[src/logic/uart_pkg.sv]
// constants for the serial port data path and its register map
// assumes one 25 MHz clock and a synchronous receive pin
package uart_pkg;
  localparam logic [31:0] BASE_ADDR = 32'h07E2_0100;
  localparam logic [7:0] OFS_DATA = 8'h00;
  localparam logic [7:0] OFS_RX_STAT = 8'h04;
  localparam logic [7:0] OFS_FLAG = 8'h18;
  localparam logic [7:0] OFS_UNUSED_IR = 8'h20;
  localparam logic [7:0] OFS_BAUD_INT = 8'h24;
  localparam logic [7:0] OFS_BAUD_FRAC = 8'h28;
  localparam logic [7:0] OFS_LINE_CTRL = 8'h2C;
  localparam logic [7:0] OFS_CONTROL = 8'h30;
  localparam logic [7:0] OFS_IRQ_LEVEL = 8'h34;
  localparam logic [7:0] OFS_IRQ_MASK = 8'h38;
  localparam logic [7:0] OFS_RAW_IRQ = 8'h3C;
  localparam logic [7:0] OFS_MASKED_IRQ = 8'h40;
  localparam logic [7:0] OFS_IRQ_CLEAR = 8'h44;
  localparam logic [7:0] OFS_DMA_CTRL = 8'h48;
  localparam logic [7:0] OFS_TEST_CTRL = 8'h80;
  localparam logic [7:0] OFS_TEST_IN = 8'h84;
  localparam logic [7:0] OFS_TEST_OUT = 8'h88;
  localparam logic [7:0] OFS_TEST_DATA = 8'h8C;
  // data port fields
  localparam int DP_FE = 8;
  localparam int DP_PE = 9;
  localparam int DP_BE = 10;
  localparam int DP_OE = 11;
  // receive status fields
  localparam int RS_OE = 3;
  // line control fields
  localparam int LC_BRK = 0;
  localparam int LC_PEN = 1;
  localparam int LC_EPS = 2;
  localparam int LC_STP2 = 3;
  localparam int LC_FEN = 4;
  localparam int LC_WLEN = 5;
  localparam int LC_SPS = 7;
  // control fields
  localparam int CR_EN = 0;
  localparam int CR_TXE = 8;
  localparam int CR_RXE = 9;
  // reset values
  localparam logic [15:0] CONTROL_RESET = 16'h0300;
  localparam logic [7:0] LINE_CTRL_RESET = 8'h00;
  localparam logic [15:0] BAUD_INT_RESET = 16'h0000;
  localparam logic [5:0] BAUD_FRAC_RESET = 6'h00;
  localparam logic [3:0] RX_STAT_RESET = 4'h0;
  // timing: ticks per bit and the mid-bit tick
  localparam logic [3:0] TICK_LAST = 4'hF;
  localparam logic [3:0] TICK_MID = 4'h7;
  localparam logic [2:0] WLEN_BASE = 3'h4;
  localparam int TX_DEPTH = 16;
  localparam int RX_DEPTH = 16;
  localparam int CHAR_W = 8;
  localparam int RX_W = 12;
  typedef enum logic [4:0] {
    TX_IDLE = 5'b00001,
    TX_START = 5'b00010,
    TX_DATA = 5'b00100,
    TX_PAR = 5'b01000,
    TX_STOP = 5'b10000
  } tx_state_t;
  typedef enum logic [4:0] {
    RX_IDLE = 5'b00001,
    RX_START = 5'b00010,
    RX_DATA = 5'b00100,
    RX_PAR = 5'b01000,
    RX_STOP = 5'b10000
  } rx_state_t;
endpackage

[src/logic/uart_queue.sv]
// queue used for the transmit and receive paths
// assumes DEPTH is a power of two; one_deep turns it into a holding register
`timescale 1ns/1ns
module uart_queue #(
  parameter int WIDTH = 8,
  parameter int DEPTH = 16
) (
  input wire logic clk,
  input wire logic rst_n,
  input wire logic one_deep,
  input wire logic push,
  input wire logic [WIDTH-1:0] wdata,
  input wire logic pop,
  output logic [WIDTH-1:0] rdata,
  output logic empty,
  output logic full
);
  localparam int AW = $clog2(DEPTH);
  localparam logic [AW:0] DEPTH_CNT = DEPTH[AW:0];
  logic [WIDTH-1:0] mem [DEPTH];
  logic [AW-1:0] wr_ptr_reg;
  logic [AW-1:0] rd_ptr_reg;
  logic [AW:0] count_reg;
  logic do_push;
  logic do_pop;

  assign empty = (count_reg == '0);
  assign full = one_deep ? !empty : (count_reg == DEPTH_CNT);
  assign do_push = push && !full;
  assign do_pop = pop && !empty;
  assign rdata = mem[rd_ptr_reg];

  always_ff @(posedge clk) begin
    if (do_push) begin
      mem[wr_ptr_reg] <= wdata;
    end
  end

  always_ff @(posedge clk or negedge rst_n) begin
    if (!rst_n) begin
      wr_ptr_reg <= '0;
      rd_ptr_reg <= '0;
      count_reg <= '0;
    end else begin
      if (do_push) begin
        wr_ptr_reg <= wr_ptr_reg + 1'b1;
      end
      if (do_pop) begin
        rd_ptr_reg <= rd_ptr_reg + 1'b1;
      end
      if (do_push && !do_pop) begin
        count_reg <= count_reg + 1'b1;
      end else if (do_pop && !do_push) begin
        count_reg <= count_reg - 1'b1;
      end
    end
  end
endmodule

[src/logic/uart_data_rx_status.sv]
// serial port data path, receive error status and register map
// assumes a bus slave port with setup/access phases, synchronous pins
// Overview of operation
// - registers decode at base 0x7E20100, one 32-bit word each
// - offsets: data 0x0, status 0x4, flags 0x18, baud, line, control
// - queues on: data port write pushes the character to transmit queue
// - queues off: write lands in one transmit holding location
// - write starts transmission: start, data, optional parity, stop
// - each received character is stored with four error bits, 12 wide
// - queues off: received word sits in one receive holding location
// - data port: char 7:0, framing 8, parity 9, break 10, overrun 11
// - overrun sets when receive queue full, clears when word is stored
// - break is a receive input low for a whole frame
// - break loads one zero character, then waits for idle and start
// - queued errors travel with the character at the queue head
// - parity error when received parity mismatches even and stick select
// - framing error when the stop bit is not 1
// - status bits 2:0 are framing, parity, break of last read, bit 3 overrun
// - status overrun bit sets at once when an overrun happens
// - queue enable 0 gives one-entry holding, 1 gives full queues
// - stick parity sends and checks not even_parity_sel
`timescale 1ns/1ns
module uart_data_rx_status #(
  parameter logic [31:0] BASE = uart_pkg::BASE_ADDR
) (
  input wire logic clk,
  input wire logic rst_n,
  input wire logic psel,
  input wire logic penable,
  input wire logic pwrite,
  input wire logic [31:0] paddr,
  input wire logic [31:0] pwdata,
  output logic [31:0] prdata,
  output logic pready,
  output logic pslverr,
  input wire logic rxd,
  input wire logic cts_n,
  output logic txd
);
  import uart_pkg::*;

  logic [15:0] baud_int_reg;
  logic [5:0] baud_frac_reg;
  logic [7:0] line_ctrl_reg;
  logic [15:0] control_reg;
  logic [3:0] rx_stat_reg;
  logic [31:0] prdata_reg;
  logic pready_reg;
  logic pslverr_reg;
  logic txd_reg;
  logic overrun_pending_reg;
  logic [15:0] baud_cnt_reg;
  logic [5:0] frac_acc_reg;
  logic tick_reg;
  logic [6:0] frac_sum;
  tx_state_t tx_state_reg;
  logic [3:0] tx_cnt_reg;
  logic [2:0] tx_bit_reg;
  logic [7:0] tx_shift_reg;
  logic tx_xor_reg;
  logic tx_line_reg;
  rx_state_t rx_state_reg;
  logic [3:0] rx_cnt_reg;
  logic [2:0] rx_bit_reg;
  logic [7:0] rx_shift_reg;
  logic rx_xor_reg;
  logic rx_one_reg;
  logic rx_par_bad_reg;
  logic rx_wait_high_reg;
  logic rx_push_reg;
  logic [10:0] rx_word_reg;
  logic access;
  logic base_ok;
  logic mapped;
  logic wr_en;
  logic rd_en;
  logic [7:0] ofs;
  logic queue_enable;
  logic [2:0] last_bit;
  logic tx_go;
  logic rx_go;
  logic tx_push;
  logic tx_pop;
  logic tx_empty;
  logic tx_full;
  logic [CHAR_W-1:0] tx_rdata;
  logic rx_pop;
  logic rx_empty;
  logic rx_full;
  logic [RX_W-1:0] rx_rdata;
  logic [RX_W-1:0] rx_wdata;
  logic overrun_event;
  logic rx_stored;
  logic [31:0] rd_mux;

  function automatic logic parity_bit(input logic x, input logic even_parity_sel,
                                      input logic stick_parity_sel);
    if (stick_parity_sel) begin
      parity_bit = !even_parity_sel;
    end else begin
      parity_bit = even_parity_sel ? x : !x;
    end
  endfunction

  assign ofs = paddr[7:0];
  assign access = psel && penable && !pready_reg;
  assign base_ok = (paddr[31:8] == BASE[31:8]) &&
    (paddr[1:0] == 2'b00);
  assign mapped = base_ok && (ofs == OFS_DATA || ofs == OFS_RX_STAT ||
    ofs == OFS_FLAG || ofs == OFS_UNUSED_IR || ofs == OFS_BAUD_INT ||
    ofs == OFS_BAUD_FRAC || ofs == OFS_LINE_CTRL || ofs == OFS_CONTROL ||
    ofs == OFS_IRQ_LEVEL || ofs == OFS_IRQ_MASK || ofs == OFS_RAW_IRQ ||
    ofs == OFS_MASKED_IRQ || ofs == OFS_IRQ_CLEAR || ofs == OFS_DMA_CTRL ||
    ofs == OFS_TEST_CTRL || ofs == OFS_TEST_IN || ofs == OFS_TEST_OUT ||
    ofs == OFS_TEST_DATA);
  assign wr_en = access && pwrite && mapped;
  assign rd_en = access && !pwrite && mapped;
  assign queue_enable = line_ctrl_reg[LC_FEN];
  assign last_bit = {1'b0, line_ctrl_reg[LC_WLEN+1:LC_WLEN]} + WLEN_BASE;
  assign tx_go = control_reg[CR_EN] && control_reg[CR_TXE];
  assign rx_go = control_reg[CR_EN] && control_reg[CR_RXE];
  assign tx_push = wr_en && ofs == OFS_DATA;
  assign tx_pop = tx_state_reg == TX_IDLE && tx_go && !tx_empty;
  assign rx_pop = rd_en && ofs == OFS_DATA && !rx_empty;
  assign overrun_event = rx_push_reg && rx_full;
  assign rx_stored = rx_push_reg && !rx_full;
  assign rx_wdata = {overrun_pending_reg, rx_word_reg};
  assign frac_sum = {1'b0, frac_acc_reg} + {1'b0, baud_frac_reg};

  uart_queue #(.WIDTH(CHAR_W), .DEPTH(TX_DEPTH)) u_tx_queue (
    .clk(clk),
    .rst_n(rst_n),
    .one_deep(!queue_enable),
    .push(tx_push),
    .wdata(pwdata[7:0]),
    .pop(tx_pop),
    .rdata(tx_rdata),
    .empty(tx_empty),
    .full(tx_full)
  );

  uart_queue #(.WIDTH(RX_W), .DEPTH(RX_DEPTH)) u_rx_queue (
    .clk(clk),
    .rst_n(rst_n),
    .one_deep(!queue_enable),
    .push(rx_push_reg),
    .wdata(rx_wdata),
    .pop(rx_pop),
    .rdata(rx_rdata),
    .empty(rx_empty),
    .full(rx_full)
  );

  always_comb begin
    rd_mux = 32'h0000_0000;
    case (ofs)
      OFS_DATA: rd_mux = rx_empty ? 32'h0000_0000 :
        {20'h00000, rx_rdata};
      OFS_RX_STAT: rd_mux = {28'h0000000, rx_stat_reg};
      OFS_FLAG: rd_mux = {24'h000000, tx_empty, rx_full, tx_full, rx_empty,
        !tx_empty || tx_state_reg != TX_IDLE, 2'b00, !cts_n};
      OFS_BAUD_INT: rd_mux = {16'h0000, baud_int_reg};
      OFS_BAUD_FRAC: rd_mux = {26'h0000000, baud_frac_reg};
      OFS_LINE_CTRL: rd_mux = {24'h000000, line_ctrl_reg};
      OFS_CONTROL: rd_mux = {16'h0000, control_reg};
      default: rd_mux = 32'h0000_0000;
    endcase
  end

  // bus answer one cycle after the access phase starts
  always_ff @(posedge clk or negedge rst_n) begin
    if (!rst_n) begin
      pready_reg <= 1'b0;
      pslverr_reg <= 1'b0;
      prdata_reg <= 32'h0000_0000;
    end else begin
      pready_reg <= access;
      pslverr_reg <= access && !mapped;
      if (rd_en) begin
        prdata_reg <= rd_mux;
      end
    end
  end

  // writable configuration
  always_ff @(posedge clk or negedge rst_n) begin
    if (!rst_n) begin
      baud_int_reg <= BAUD_INT_RESET;
      baud_frac_reg <= BAUD_FRAC_RESET;
      line_ctrl_reg <= LINE_CTRL_RESET;
      control_reg <= CONTROL_RESET;
    end else if (wr_en) begin
      if (ofs == OFS_BAUD_INT) begin
        baud_int_reg <= pwdata[15:0];
      end
      if (ofs == OFS_BAUD_FRAC) begin
        baud_frac_reg <= pwdata[5:0];
      end
      if (ofs == OFS_LINE_CTRL) begin
        line_ctrl_reg <= pwdata[7:0];
      end
      if (ofs == OFS_CONTROL) begin
        control_reg <= pwdata[15:0];
      end
    end
  end

  // receive status: read loads, write clears, overrun set wins
  always_ff @(posedge clk or negedge rst_n) begin
    if (!rst_n) begin
      rx_stat_reg <= RX_STAT_RESET;
    end else begin
      if (wr_en && ofs == OFS_RX_STAT) begin
        rx_stat_reg[2:0] <= 3'h0;
      end else if (rx_pop) begin
        rx_stat_reg[2:0] <= rx_rdata[DP_BE:DP_FE];
      end
      if (overrun_event) begin
        rx_stat_reg[RS_OE] <= 1'b1;
      end else if (wr_en && ofs == OFS_RX_STAT) begin
        rx_stat_reg[RS_OE] <= 1'b0;
      end
    end
  end

  // overrun carried into the next stored word
  always_ff @(posedge clk or negedge rst_n) begin
    if (!rst_n) begin
      overrun_pending_reg <= 1'b0;
    end else if (overrun_event) begin
      overrun_pending_reg <= 1'b1;
    end else if (rx_stored) begin
      overrun_pending_reg <= 1'b0;
    end
  end

  // sixteen ticks per bit from integer and fractional divisor
  always_ff @(posedge clk or negedge rst_n) begin
    if (!rst_n) begin
      baud_cnt_reg <= 16'h0000;
      frac_acc_reg <= 6'h00;
      tick_reg <= 1'b0;
    end else if (baud_int_reg == 16'h0000) begin
      tick_reg <= 1'b0;
    end else if (baud_cnt_reg == 16'h0000) begin
      tick_reg <= 1'b1;
      frac_acc_reg <= frac_sum[5:0];
      baud_cnt_reg <= baud_int_reg - 16'h0001 + {15'h0000, frac_sum[6]};
    end else begin
      tick_reg <= 1'b0;
      baud_cnt_reg <= baud_cnt_reg - 16'h0001;
    end
  end

  // transmit engine
  always_ff @(posedge clk or negedge rst_n) begin
    if (!rst_n) begin
      tx_state_reg <= TX_IDLE;
      tx_cnt_reg <= 4'h0;
      tx_bit_reg <= 3'h0;
      tx_shift_reg <= 8'h00;
      tx_xor_reg <= 1'b0;
      tx_line_reg <= 1'b1;
    end else begin
      case (tx_state_reg)
        TX_IDLE: begin
          if (tx_pop) begin
            tx_state_reg <= TX_START;
            tx_shift_reg <= tx_rdata;
            tx_xor_reg <= 1'b0;
            tx_cnt_reg <= 4'h0;
            tx_bit_reg <= 3'h0;
            tx_line_reg <= 1'b0;
          end
        end
        TX_START: begin
          if (tick_reg) begin
            tx_cnt_reg <= tx_cnt_reg + 4'h1;
            if (tx_cnt_reg == TICK_LAST) begin
              tx_state_reg <= TX_DATA;
              tx_line_reg <= tx_shift_reg[0];
            end
          end
        end
        TX_DATA: begin
          if (tick_reg) begin
            tx_cnt_reg <= tx_cnt_reg + 4'h1;
            if (tx_cnt_reg == TICK_LAST) begin
              tx_xor_reg <= tx_xor_reg ^ tx_shift_reg[0];
              tx_shift_reg <= {1'b0, tx_shift_reg[7:1]};
              tx_bit_reg <= tx_bit_reg + 3'h1;
              if (tx_bit_reg != last_bit) begin
                tx_line_reg <= tx_shift_reg[1];
              end else if (line_ctrl_reg[LC_PEN]) begin
                tx_state_reg <= TX_PAR;
                tx_line_reg <= parity_bit(tx_xor_reg ^ tx_shift_reg[0],
                  line_ctrl_reg[LC_EPS], line_ctrl_reg[LC_SPS]);
              end else begin
                tx_state_reg <= TX_STOP;
                tx_bit_reg <= 3'h0;
                tx_line_reg <= 1'b1;
              end
            end
          end
        end
        TX_PAR: begin
          if (tick_reg) begin
            tx_cnt_reg <= tx_cnt_reg + 4'h1;
            if (tx_cnt_reg == TICK_LAST) begin
              tx_state_reg <= TX_STOP;
              tx_bit_reg <= 3'h0;
              tx_line_reg <= 1'b1;
            end
          end
        end
        TX_STOP: begin
          if (tick_reg) begin
            tx_cnt_reg <= tx_cnt_reg + 4'h1;
            if (tx_cnt_reg == TICK_LAST) begin
              tx_bit_reg <= 3'h1;
              if (tx_bit_reg != 3'h0 || !line_ctrl_reg[LC_STP2]) begin
                tx_state_reg <= TX_IDLE;
              end
            end
          end
        end
        default: tx_state_reg <= TX_IDLE;
      endcase
    end
  end

  // line output, held low while a break is being sent
  always_ff @(posedge clk or negedge rst_n) begin
    if (!rst_n) begin
      txd_reg <= 1'b1;
    end else begin
      txd_reg <= tx_line_reg && !line_ctrl_reg[LC_BRK];
    end
  end

  // receive engine
  always_ff @(posedge clk or negedge rst_n) begin
    if (!rst_n) begin
      rx_state_reg <= RX_IDLE;
      rx_cnt_reg <= 4'h0;
      rx_bit_reg <= 3'h0;
      rx_shift_reg <= 8'h00;
      rx_xor_reg <= 1'b0;
      rx_one_reg <= 1'b0;
      rx_par_bad_reg <= 1'b0;
      rx_wait_high_reg <= 1'b0;
      rx_push_reg <= 1'b0;
      rx_word_reg <= 11'h000;
    end else begin
      rx_push_reg <= 1'b0;
      case (rx_state_reg)
        RX_IDLE: begin
          if (rxd) begin
            rx_wait_high_reg <= 1'b0;
          end else if (rx_go && !rx_wait_high_reg) begin
            rx_state_reg <= RX_START;
            rx_cnt_reg <= 4'h0;
          end
        end
        RX_START: begin
          if (tick_reg) begin
            rx_cnt_reg <= rx_cnt_reg + 4'h1;
            if (rx_cnt_reg == TICK_MID) begin
              rx_cnt_reg <= 4'h0;
              rx_state_reg <= rxd ? RX_IDLE : RX_DATA;
              rx_bit_reg <= 3'h0;
              rx_shift_reg <= 8'h00;
              rx_xor_reg <= 1'b0;
              rx_one_reg <= 1'b0;
              rx_par_bad_reg <= 1'b0;
            end
          end
        end
        RX_DATA: begin
          if (tick_reg) begin
            rx_cnt_reg <= rx_cnt_reg + 4'h1;
            if (rx_cnt_reg == TICK_LAST) begin
              rx_shift_reg[rx_bit_reg] <= rxd;
              rx_xor_reg <= rx_xor_reg ^ rxd;
              rx_one_reg <= rx_one_reg || rxd;
              rx_bit_reg <= rx_bit_reg + 3'h1;
              if (rx_bit_reg == last_bit) begin
                rx_state_reg <= line_ctrl_reg[LC_PEN] ? RX_PAR : RX_STOP;
              end
            end
          end
        end
        RX_PAR: begin
          if (tick_reg) begin
            rx_cnt_reg <= rx_cnt_reg + 4'h1;
            if (rx_cnt_reg == TICK_LAST) begin
              rx_par_bad_reg <= rxd != parity_bit(rx_xor_reg,
                line_ctrl_reg[LC_EPS], line_ctrl_reg[LC_SPS]);
              rx_one_reg <= rx_one_reg || rxd;
              rx_state_reg <= RX_STOP;
            end
          end
        end
        RX_STOP: begin
          if (tick_reg) begin
            rx_cnt_reg <= rx_cnt_reg + 4'h1;
            if (rx_cnt_reg == TICK_LAST) begin
              rx_state_reg <= RX_IDLE;
              rx_push_reg <= 1'b1;
              if (!rxd && !rx_one_reg) begin
                rx_word_reg <= {1'b1, 2'b00, 8'h00};
                rx_wait_high_reg <= 1'b1;
              end else begin
                rx_word_reg <= {1'b0, rx_par_bad_reg, !rxd,
                  rx_shift_reg};
              end
            end
          end
        end
        default: rx_state_reg <= RX_IDLE;
      endcase
    end
  end

  assign prdata = prdata_reg;
  assign pready = pready_reg;
  assign pslverr = pslverr_reg;
  assign txd = txd_reg;
endmodule

[config.mk]
export PLATFORM = sky130hd
export DESIGN_NAME = uart_data_rx_status
export DESIGN_NICKNAME = d
export VERILOG_FILES = /design/src/logic/uart_pkg.sv /design/src/logic/uart_queue.sv /design/src/logic/uart_data_rx_status.sv
export SDC_FILE = /design/constraint.sdc
export NUM_CORES = 1
export LEC_CHECK = 0
export ABC_AREA = 1
export BUFFER_PORTS_ARGS = -buffer_cell sky130_fd_sc_hd__buf_2
export CAP_MARGIN = 30
export CORE_MARGIN = 2
export CORE_UTILIZATION = 35
export CTS_CLUSTER_DIAMETER = 80
export CTS_CLUSTER_SIZE = 30
export DETAILED_ROUTE_END_ITERATION = 8
export PLACE_DENSITY = 0.55
export SKIP_CTS_REPAIR_TIMING = 1
export SLEW_MARGIN = 20
export SYNTH_ARGS = -nofsm -noshare
export SYNTH_HDL_FRONTEND = slang
export SYNTH_HIERARCHICAL = 1
export SYNTH_SLANG_ARGS = --single-unit
[constraint.sdc]
create_clock -name clk -period 5.6 [get_ports clk]
set_input_delay 1.68 -clock clk [delete_from_list [all_inputs] [get_ports clk]]
set_output_delay 1.68 -clock clk [all_outputs]
set_load 0.005 [all_outputs]
## Word level (Yosys, flattened, before mapping)

Memories as Yosys holds them, arrays and structs flattened.
Cells that the tools add are included.
W data, S select, Z words.

- Register bits after elaboration: 193
- Latch bits: 0
- Memory bits (writable): 320
- ROM bits: 0
- Output and inout bits: 35
- Memories: 2

Memory list:

| name | words | width | read ports | clocked after Yosys merged registers in | write ports | line | RTL |
|---|---|---|---|---|---|---|---|
| u_rx_queue.mem | 16 | 12 | 1 | 0 | 1 | uart_queue.sv:20 | `logic [WIDTH-1:0] mem [DEPTH];` |
| u_tx_queue.mem | 16 | 8 | 1 | 0 | 1 | uart_queue.sv:20 |  |

- Add/subtract/negate cells: 17
- Multiply operators: 0
- Div/mod/pow operators: 0
- Magnitude comparators: 2
- Equality and inequality tests: 65
- Shift operators: 0
- Multiplexer cells: 123
- Bitwise logic cells: 3
- Reductions and logical operators: 111

Operator list:

| operator | number |
|---|---|
| $mux W5 | 27 |
| $pmux W16 S7 | 1 |
| $eq A8 B6 Y1 const B | 8 |
| $mux W8 | 7 |
| $pmux W5 S5 | 2 |
| $mux W3 | 16 |
| $mux W1 | 46 |
| $ne A2 B2 Y1 const B | 23 |
| $eq A8 B8 Y1 const B | 4 |
| $logic_not A16 Y1 | 2 |
| $pmux W8 S2 | 2 |
| $sub A16 B1 Y16 const B | 2 |
| $logic_and A1 B1 Y1 | 30 |
| $mux W4 | 7 |
| $reduce_and A5 Y1 | 5 |
| $add A4 B1 Y4 const B | 6 |
| $eq A24 B19 Y1 const B | 1 |
| $eq A8 B7 Y1 const B | 3 |
| $reduce_and A11 Y1 | 2 |
| $reduce_bool A2 Y1 | 11 |
| $eq A5 B5 Y1 const B | 4 |
| $logic_not A1 Y1 | 20 |
| $logic_or A1 B1 Y1 | 20 |
| $add A16 B1 Y16 | 1 |
| other kinds (45) | 71 |

## Logic depth before layout (Yosys ltp)

- Depth in word-level cells: 26
- Gate-level depth with buffers: 22
- Gate-level depth less buffers: 21

## Cells and area by module

The synthesis kept the hierarchy.

By module, submodules not included:

| module | instances | cells an instance | area an instance (um^2) | seq. area each (um^2) |
|---|---|---|---|---|
| uart_queue (u_rx_queue) | 1 | 896 | 9175.0 | 6090.8 |
| uart_data_rx_status | 1 | 1117 | 8755.9 | 3786.1 |
| uart_queue (u_tx_queue) | 1 | 646 | 6348.6 | 4169.0 |

## Worst setup path after synthesis

OpenSTA, ideal clock, no wires.

- Path type: in2reg
- Start: in paddr[7]
- End: reg u_tx_queue.count_reg[4]
- Library setup time: 117 ps
- Data arrival time: 4207 ps
- Required time: 5483 ps
- Slack: 1276 ps
- Stages: 21
- Buffers on the path: 1
- Cell sequence: inv_1 -> nand2_2 -> nor2_2 -> nand2_1 -> nand2_1 -> nor2_2 -> nand3_4 -> nand2_4 -> nor4_1 -> nand3_1 -> buf_2 -> inv_1 -> ha_1 -> inv_1 -> fa_1 -> nand2_1 -> nand3_1 -> nand3_1 -> nand2_1 -> nand2_1 -> nand2_1

- Word-level cells in the longest chain between the ends: 25

Ends and longest elaborated chain:

| item | line | RTL |
|---|---|---|
| start, declared | uart_data_rx_status.sv:31 | `input wire logic [31:0] paddr,` |
| $eq A8 B3 Y1 / $logic_not A8 Y1 (equally long branches) | uart_data_rx_status.sv:109, uart_data_rx_status.sv:122 |  |
| $logic_or A1 B1 Y1 (2 in a row) | uart_data_rx_status.sv:109 | `assign mapped = base_ok && (ofs == OFS_DATA \|\| ofs == OFS_RX_STAT \|\|` |
| $logic_or A1 B1 Y1 (3 in a row) | uart_data_rx_status.sv:110 | `ofs == OFS_FLAG \|\| ofs == OFS_UNUSED_IR \|\| ofs == OFS_BAUD_INT \|\|` |
| $logic_or A1 B1 Y1 (3 in a row) | uart_data_rx_status.sv:111 | `ofs == OFS_BAUD_FRAC \|\| ofs == OFS_LINE_CTRL \|\| ofs == OFS_CONTROL \|\|` |
| $logic_or A1 B1 Y1 (3 in a row) | uart_data_rx_status.sv:112 | `ofs == OFS_IRQ_LEVEL \|\| ofs == OFS_IRQ_MASK \|\| ofs == OFS_RAW_IRQ \|\|` |
| $logic_or A1 B1 Y1 (3 in a row) | uart_data_rx_status.sv:113 | `ofs == OFS_MASKED_IRQ \|\| ofs == OFS_IRQ_CLEAR \|\| ofs == OFS_DMA_CTRL \|\|` |
| $logic_or A1 B1 Y1 (3 in a row) | uart_data_rx_status.sv:114 | `ofs == OFS_TEST_CTRL \|\| ofs == OFS_TEST_IN \|\| ofs == OFS_TEST_OUT \|\|` |
| $logic_and A1 B1 Y1 | uart_data_rx_status.sv:109 |  |
| $logic_and A1 B1 Y1 | uart_data_rx_status.sv:116 | `assign wr_en = access && pwrite && mapped;` |
| $logic_and A1 B1 Y1 * | uart_data_rx_status.sv:122 | `assign tx_push = wr_en && ofs == OFS_DATA;` |
| named net tx_push | uart_data_rx_status.sv:82 | `logic tx_push;` |
| $logic_and A1 B1 Y1 * | uart_queue.sv:29 | `assign do_push = push && !full;` |
| named net u_tx_queue.do_push | uart_queue.sv:24 | `logic do_push;` |
| $logic_not A1 Y1 | uart_queue.sv:53 | `end else if (do_pop && !do_push) begin` |
| $logic_and A1 B1 Y1 | uart_queue.sv:53 |  |
| $reduce_bool A2 Y1 (no line) | n/a |  |
| end signal, assigned | uart_queue.sv:52 | `count_reg <= count_reg + 1'b1;` |
| end signal, assigned | uart_queue.sv:54 | `count_reg <= count_reg - 1'b1;` |
| end, declared | uart_queue.sv:23 | `logic [AW:0] count_reg;` |

The timed path passes the listed nets; every way through them passes the cells marked *.
A chain may end at the register's enable or synchronous reset.

## Worst setup path in the final report

Ends and elaborated chain as after synthesis.

==> results.md <==
• **DIE WIDTH** 267 um
• **count of flip-flops with a built-in enable after synthesis** 320
• **CTS Root Buffer Type** clkbuf_16
• **Worst Hold Class** reg2reg
• **area overhead of the layout relative to synthesis** 8.63%
• **vertical die dimension** 267 um
• **max capacitance violation total** 0
• **proportion of total power due to net switching** 22.8%
• **worst endpoint required time** 6.11 ns
• **number of top-level pins** 106
• **switching pwr** 1.45 mW
• **Distinct cells, synth** 54
• **register name with the most flops** u_rx_queue/mem
• **CP bufs+invs** 6
• **synthesized netlist cell count** 2659
• **Worst-Margin Slew** 0.974 ns
• **Largest stage delay, worst path** 0.40 ns
• **Gate power share** 1.7%
• **most used flip-flop cell after synthesis** edfxtp_1
• **Avg Inst Size Synth** 9.13 sq um
• **number of nets in the layout** 2809
• **insertion delay of the later-clocked pin in the worst-skew pair** 0.61 ns
• **Setup violations, final** 0
• **H-tree depth** 1
• **vias in the first global route** 16.6k
• **cell row count** 96
• **ratio of final minimum period to clock period** 71.2%
• **share of the core filled with cells** 38.5%
• **cell area after synthesis** 24300 sq um
• **Sequential Power Share** 61.0%
• **post-layout worst setup margin** 1.61 ns
• **flip-flop count of the largest register after layout** 192
• **dominant delay contributor by cell family on the critical path** simple AND/OR/NAND/NOR gates
• **Worst Path Arrival** 4.49 ns
• **number of sinks handled by clock tree synthesis** 497
• **P_leak** 11.6 nW
• **global routing usage summed across all routing layers** 16.3%
• **post-place instance area** 25400 sq um
• **area used by sequential logic in the layout** 14100 sq um
• **area occupied by multi-input gates** 8410 sq um
• **number of antenna violations at the first check in global routing** 2
• **number of warnings printed during yosys synthesis** 6
• **unrepaired setup endpoints after global routing** false
• **placed wire-length estimate after detailed placement** 39400 um
• **final slew viol count** 0
• **startpoint type of the worst setup path** input port
• **setup skew after layout** 0.0298 ns
• **iteration count of the initial detailed-routing pass** 5
• **remaining antenna violation count** 0
• **Slew HR** 35.0%
• **Int Pwr** 4.92 mW
• **ratio of routed vias to standard cells** 4.74
• **clock transition at the register clock pins on the worst setup and hold paths after CTS** 0.10 ns
• **number of antenna diodes** 0
• **share of post-route cells with drive strength above 1** 10.1%
• **setup_tns** 0 ns
• **run status** completed
• **pre-CTS setup slack** 1.02 ns
• **Num CTS Buffers** 28
• **global-route wire length before repair** 91800 um
• **Layout Cell Area excl Fill** 26400 sq um
• **DRC violations left** 0
• **count of input and output buffers** 73
• **core box area** 68600 sq um
• **Overflow after GRT** 0
• **maximum number of buffers from clock root to sink** 3
• **cell with the largest stage delay on the worst path** fa_1
• **maximum ir drop on the vdd rail** 200 uV
• **part of the total power dissipated in the clock network** 37.3%
• **post-layout min period** 3.99 ns
• **number of DRC markers in iteration 0** 1521
• **TritonCTS clock tree** built
• **share of synthesized registers carrying an async set or reset** 35.6%
• **worst path cell trace** buf_2, inv_1, nand2_2, nor2_4, nand2_1, buf_4, nand2_1, nor2_2, nand3_4, nand2_4, nor4_1, buf_4, nand3_1, inv_1, ha_1, inv_1, fa_1, nand2_1, nand3_1, nand3_1, nand2_1, nand2_1, nand2_1
• **Routed wire per std cell** 16.0 um
• **start-to-end type of the worst setup path** in2reg
• **final number of hold-violating endpoints** 0
• **endpoint class of the critical path** flip-flop
• **full die area** 71500 sq um
• **final RePlAce weighted congestion** 0.856
• **vias post-DR** 17.3k
• **Critical Path Fanout Max** 13
• **starting utilization of the core area** 35.4%
• **largest net degree at the start of global routing** 92
• **Most Frequent Cell on Critical Path** nand2_1
• **P per Cell Area** 242 nW/um^2
• **maximum frequency from static timing analysis** 0.251 GHz
• **sequential share of the synthesized area** 57.9%
• **number of flip-flops and latches in the synthesized netlist** 497
• **number of fill cells** 6845
• **largest registers in the final layout** u_rx_queue/mem x192, u_tx_queue/mem x128
• **Routed Wire Length** 58600 um
==> synth_stat cells, types with 14 or more instances <==
master	count	area share, %
buf_2	36	0.74
a21oi_1	34	0.70
edfxtp_1	320	40
nand2_1	879	14
inv_1	300	4.6
buf_4	26	0.80
o211ai_1	18	0.56
nor3_1	14	0.29
dfrtp_1	171	18
nand3_2	22	0.91
o21ai_0	103	2.1
buf_6	22	1.0
nor2_1	263	4.1
o21ai_2	35	1.3
nand4_1	30	0.77
ha_1	33	1.7
o21ai_1	24	0.49
nand3_1	183	3.8
xor2_1	26	0.94
==> final timing paths <==
check	startpoint	end	slack, ns	cells after the start
max reg2reg	u_rx_queue/rd_ptr_reg[0]	prdata[5]	2.31	11
min in group asynchronous	rst_n	rx_cnt_reg[0]	1.16	1
max	paddr[7]	u_tx_queue/count_reg[4]	1.61	23
min	pready	pready	0.46	1
min reg2reg	pready	pready	0.46	1
max in group asynchronous	rst_n	tx_line_reg	3.48	2
==> cells by family (layout without fill, tap and decap cells) <==
group / after synthesis / in the layout / synth area share (%)
xor+xnor: 35 / 35 / 1.26
buf+inv: 416 / 466 / 7.81
fa+ha+maj: 36 / 36 / 1.95
compound gates: 237 / 237 / 5.94
other cells: 1 / 16 / 0.0154
mux: 1 / 1 / 0.0412
flops: 497 / 497 / 57.9
simple gates: 1436 / 1436 / 25.1
==> layer usage <==
| metal | GRT usage [%] | vias up | part of all wire, % |
|---|---|---|---|
| li1 | - | 8637 | - |
| met1 | 23.3 | 8268 | 48 |
| met2 | 27.1 | 363 | 46 |
| met3 | 1.59 | 52 | 4.2 |
| met4 | 3.23 | 2 | 1.6 |
| met5 | 0 | - | 0.014 |
==> placed cells by master (no fill, tap or decap), types with 30 or more instances in the layout <==
master and n:
nand2_1 879, edfxtp_1 320, inv_1 300, nor2_1 257, nand3_1 183, dfrtp_1 169
o21ai_0 103, buf_2 72, o21ai_2 35, a21oi_1 34, ha_1 33, nand4_1 30
==> power groups by stage <==
| stage | Combinational [mW] | Sequential [mW] | Clock (mW) |
|---|---|---|---|
| after detailed placement | 0.112 | 3.97 | 0 |
| after floorplan | 0.0379 | 3.97 | 0 |
| after CTS | 0.113 | 3.89 | 2.46 |
| final | 0.109 | 3.89 | 2.38 |
| after global placement | 0.110 | 3.97 | 0 |
| after global routing | 0.124 | 3.89 | 2.58 |
==> through the flow <==
| step | hold WS (ns) | power (mW) | std cells |
|---|---|---|---|
| after floorplan | 0.388 | 4.01 | 2674 |
| after global placement | 0.441 | 4.08 | 3602 |
| after detailed placement | 0.451 | 4.08 | 3603 |
| after CTS | 0.464 | 6.46 | 3655 |
| after global routing | 0.485 | 6.59 | 3655 |
| final | 0.464 | 6.38 | 3655 |
==> area by class of cell <==
cell class	instances	area share [%]
repair buffers	98	2.19
clock buffers	30	2.69
well taps	931	4.42
multi-input cells	1761	31.9
clock inverters	22	1.04
inverters	316	4.52
flip-flops and latches	497	53.3
Power figures use the tool's default switching activity.
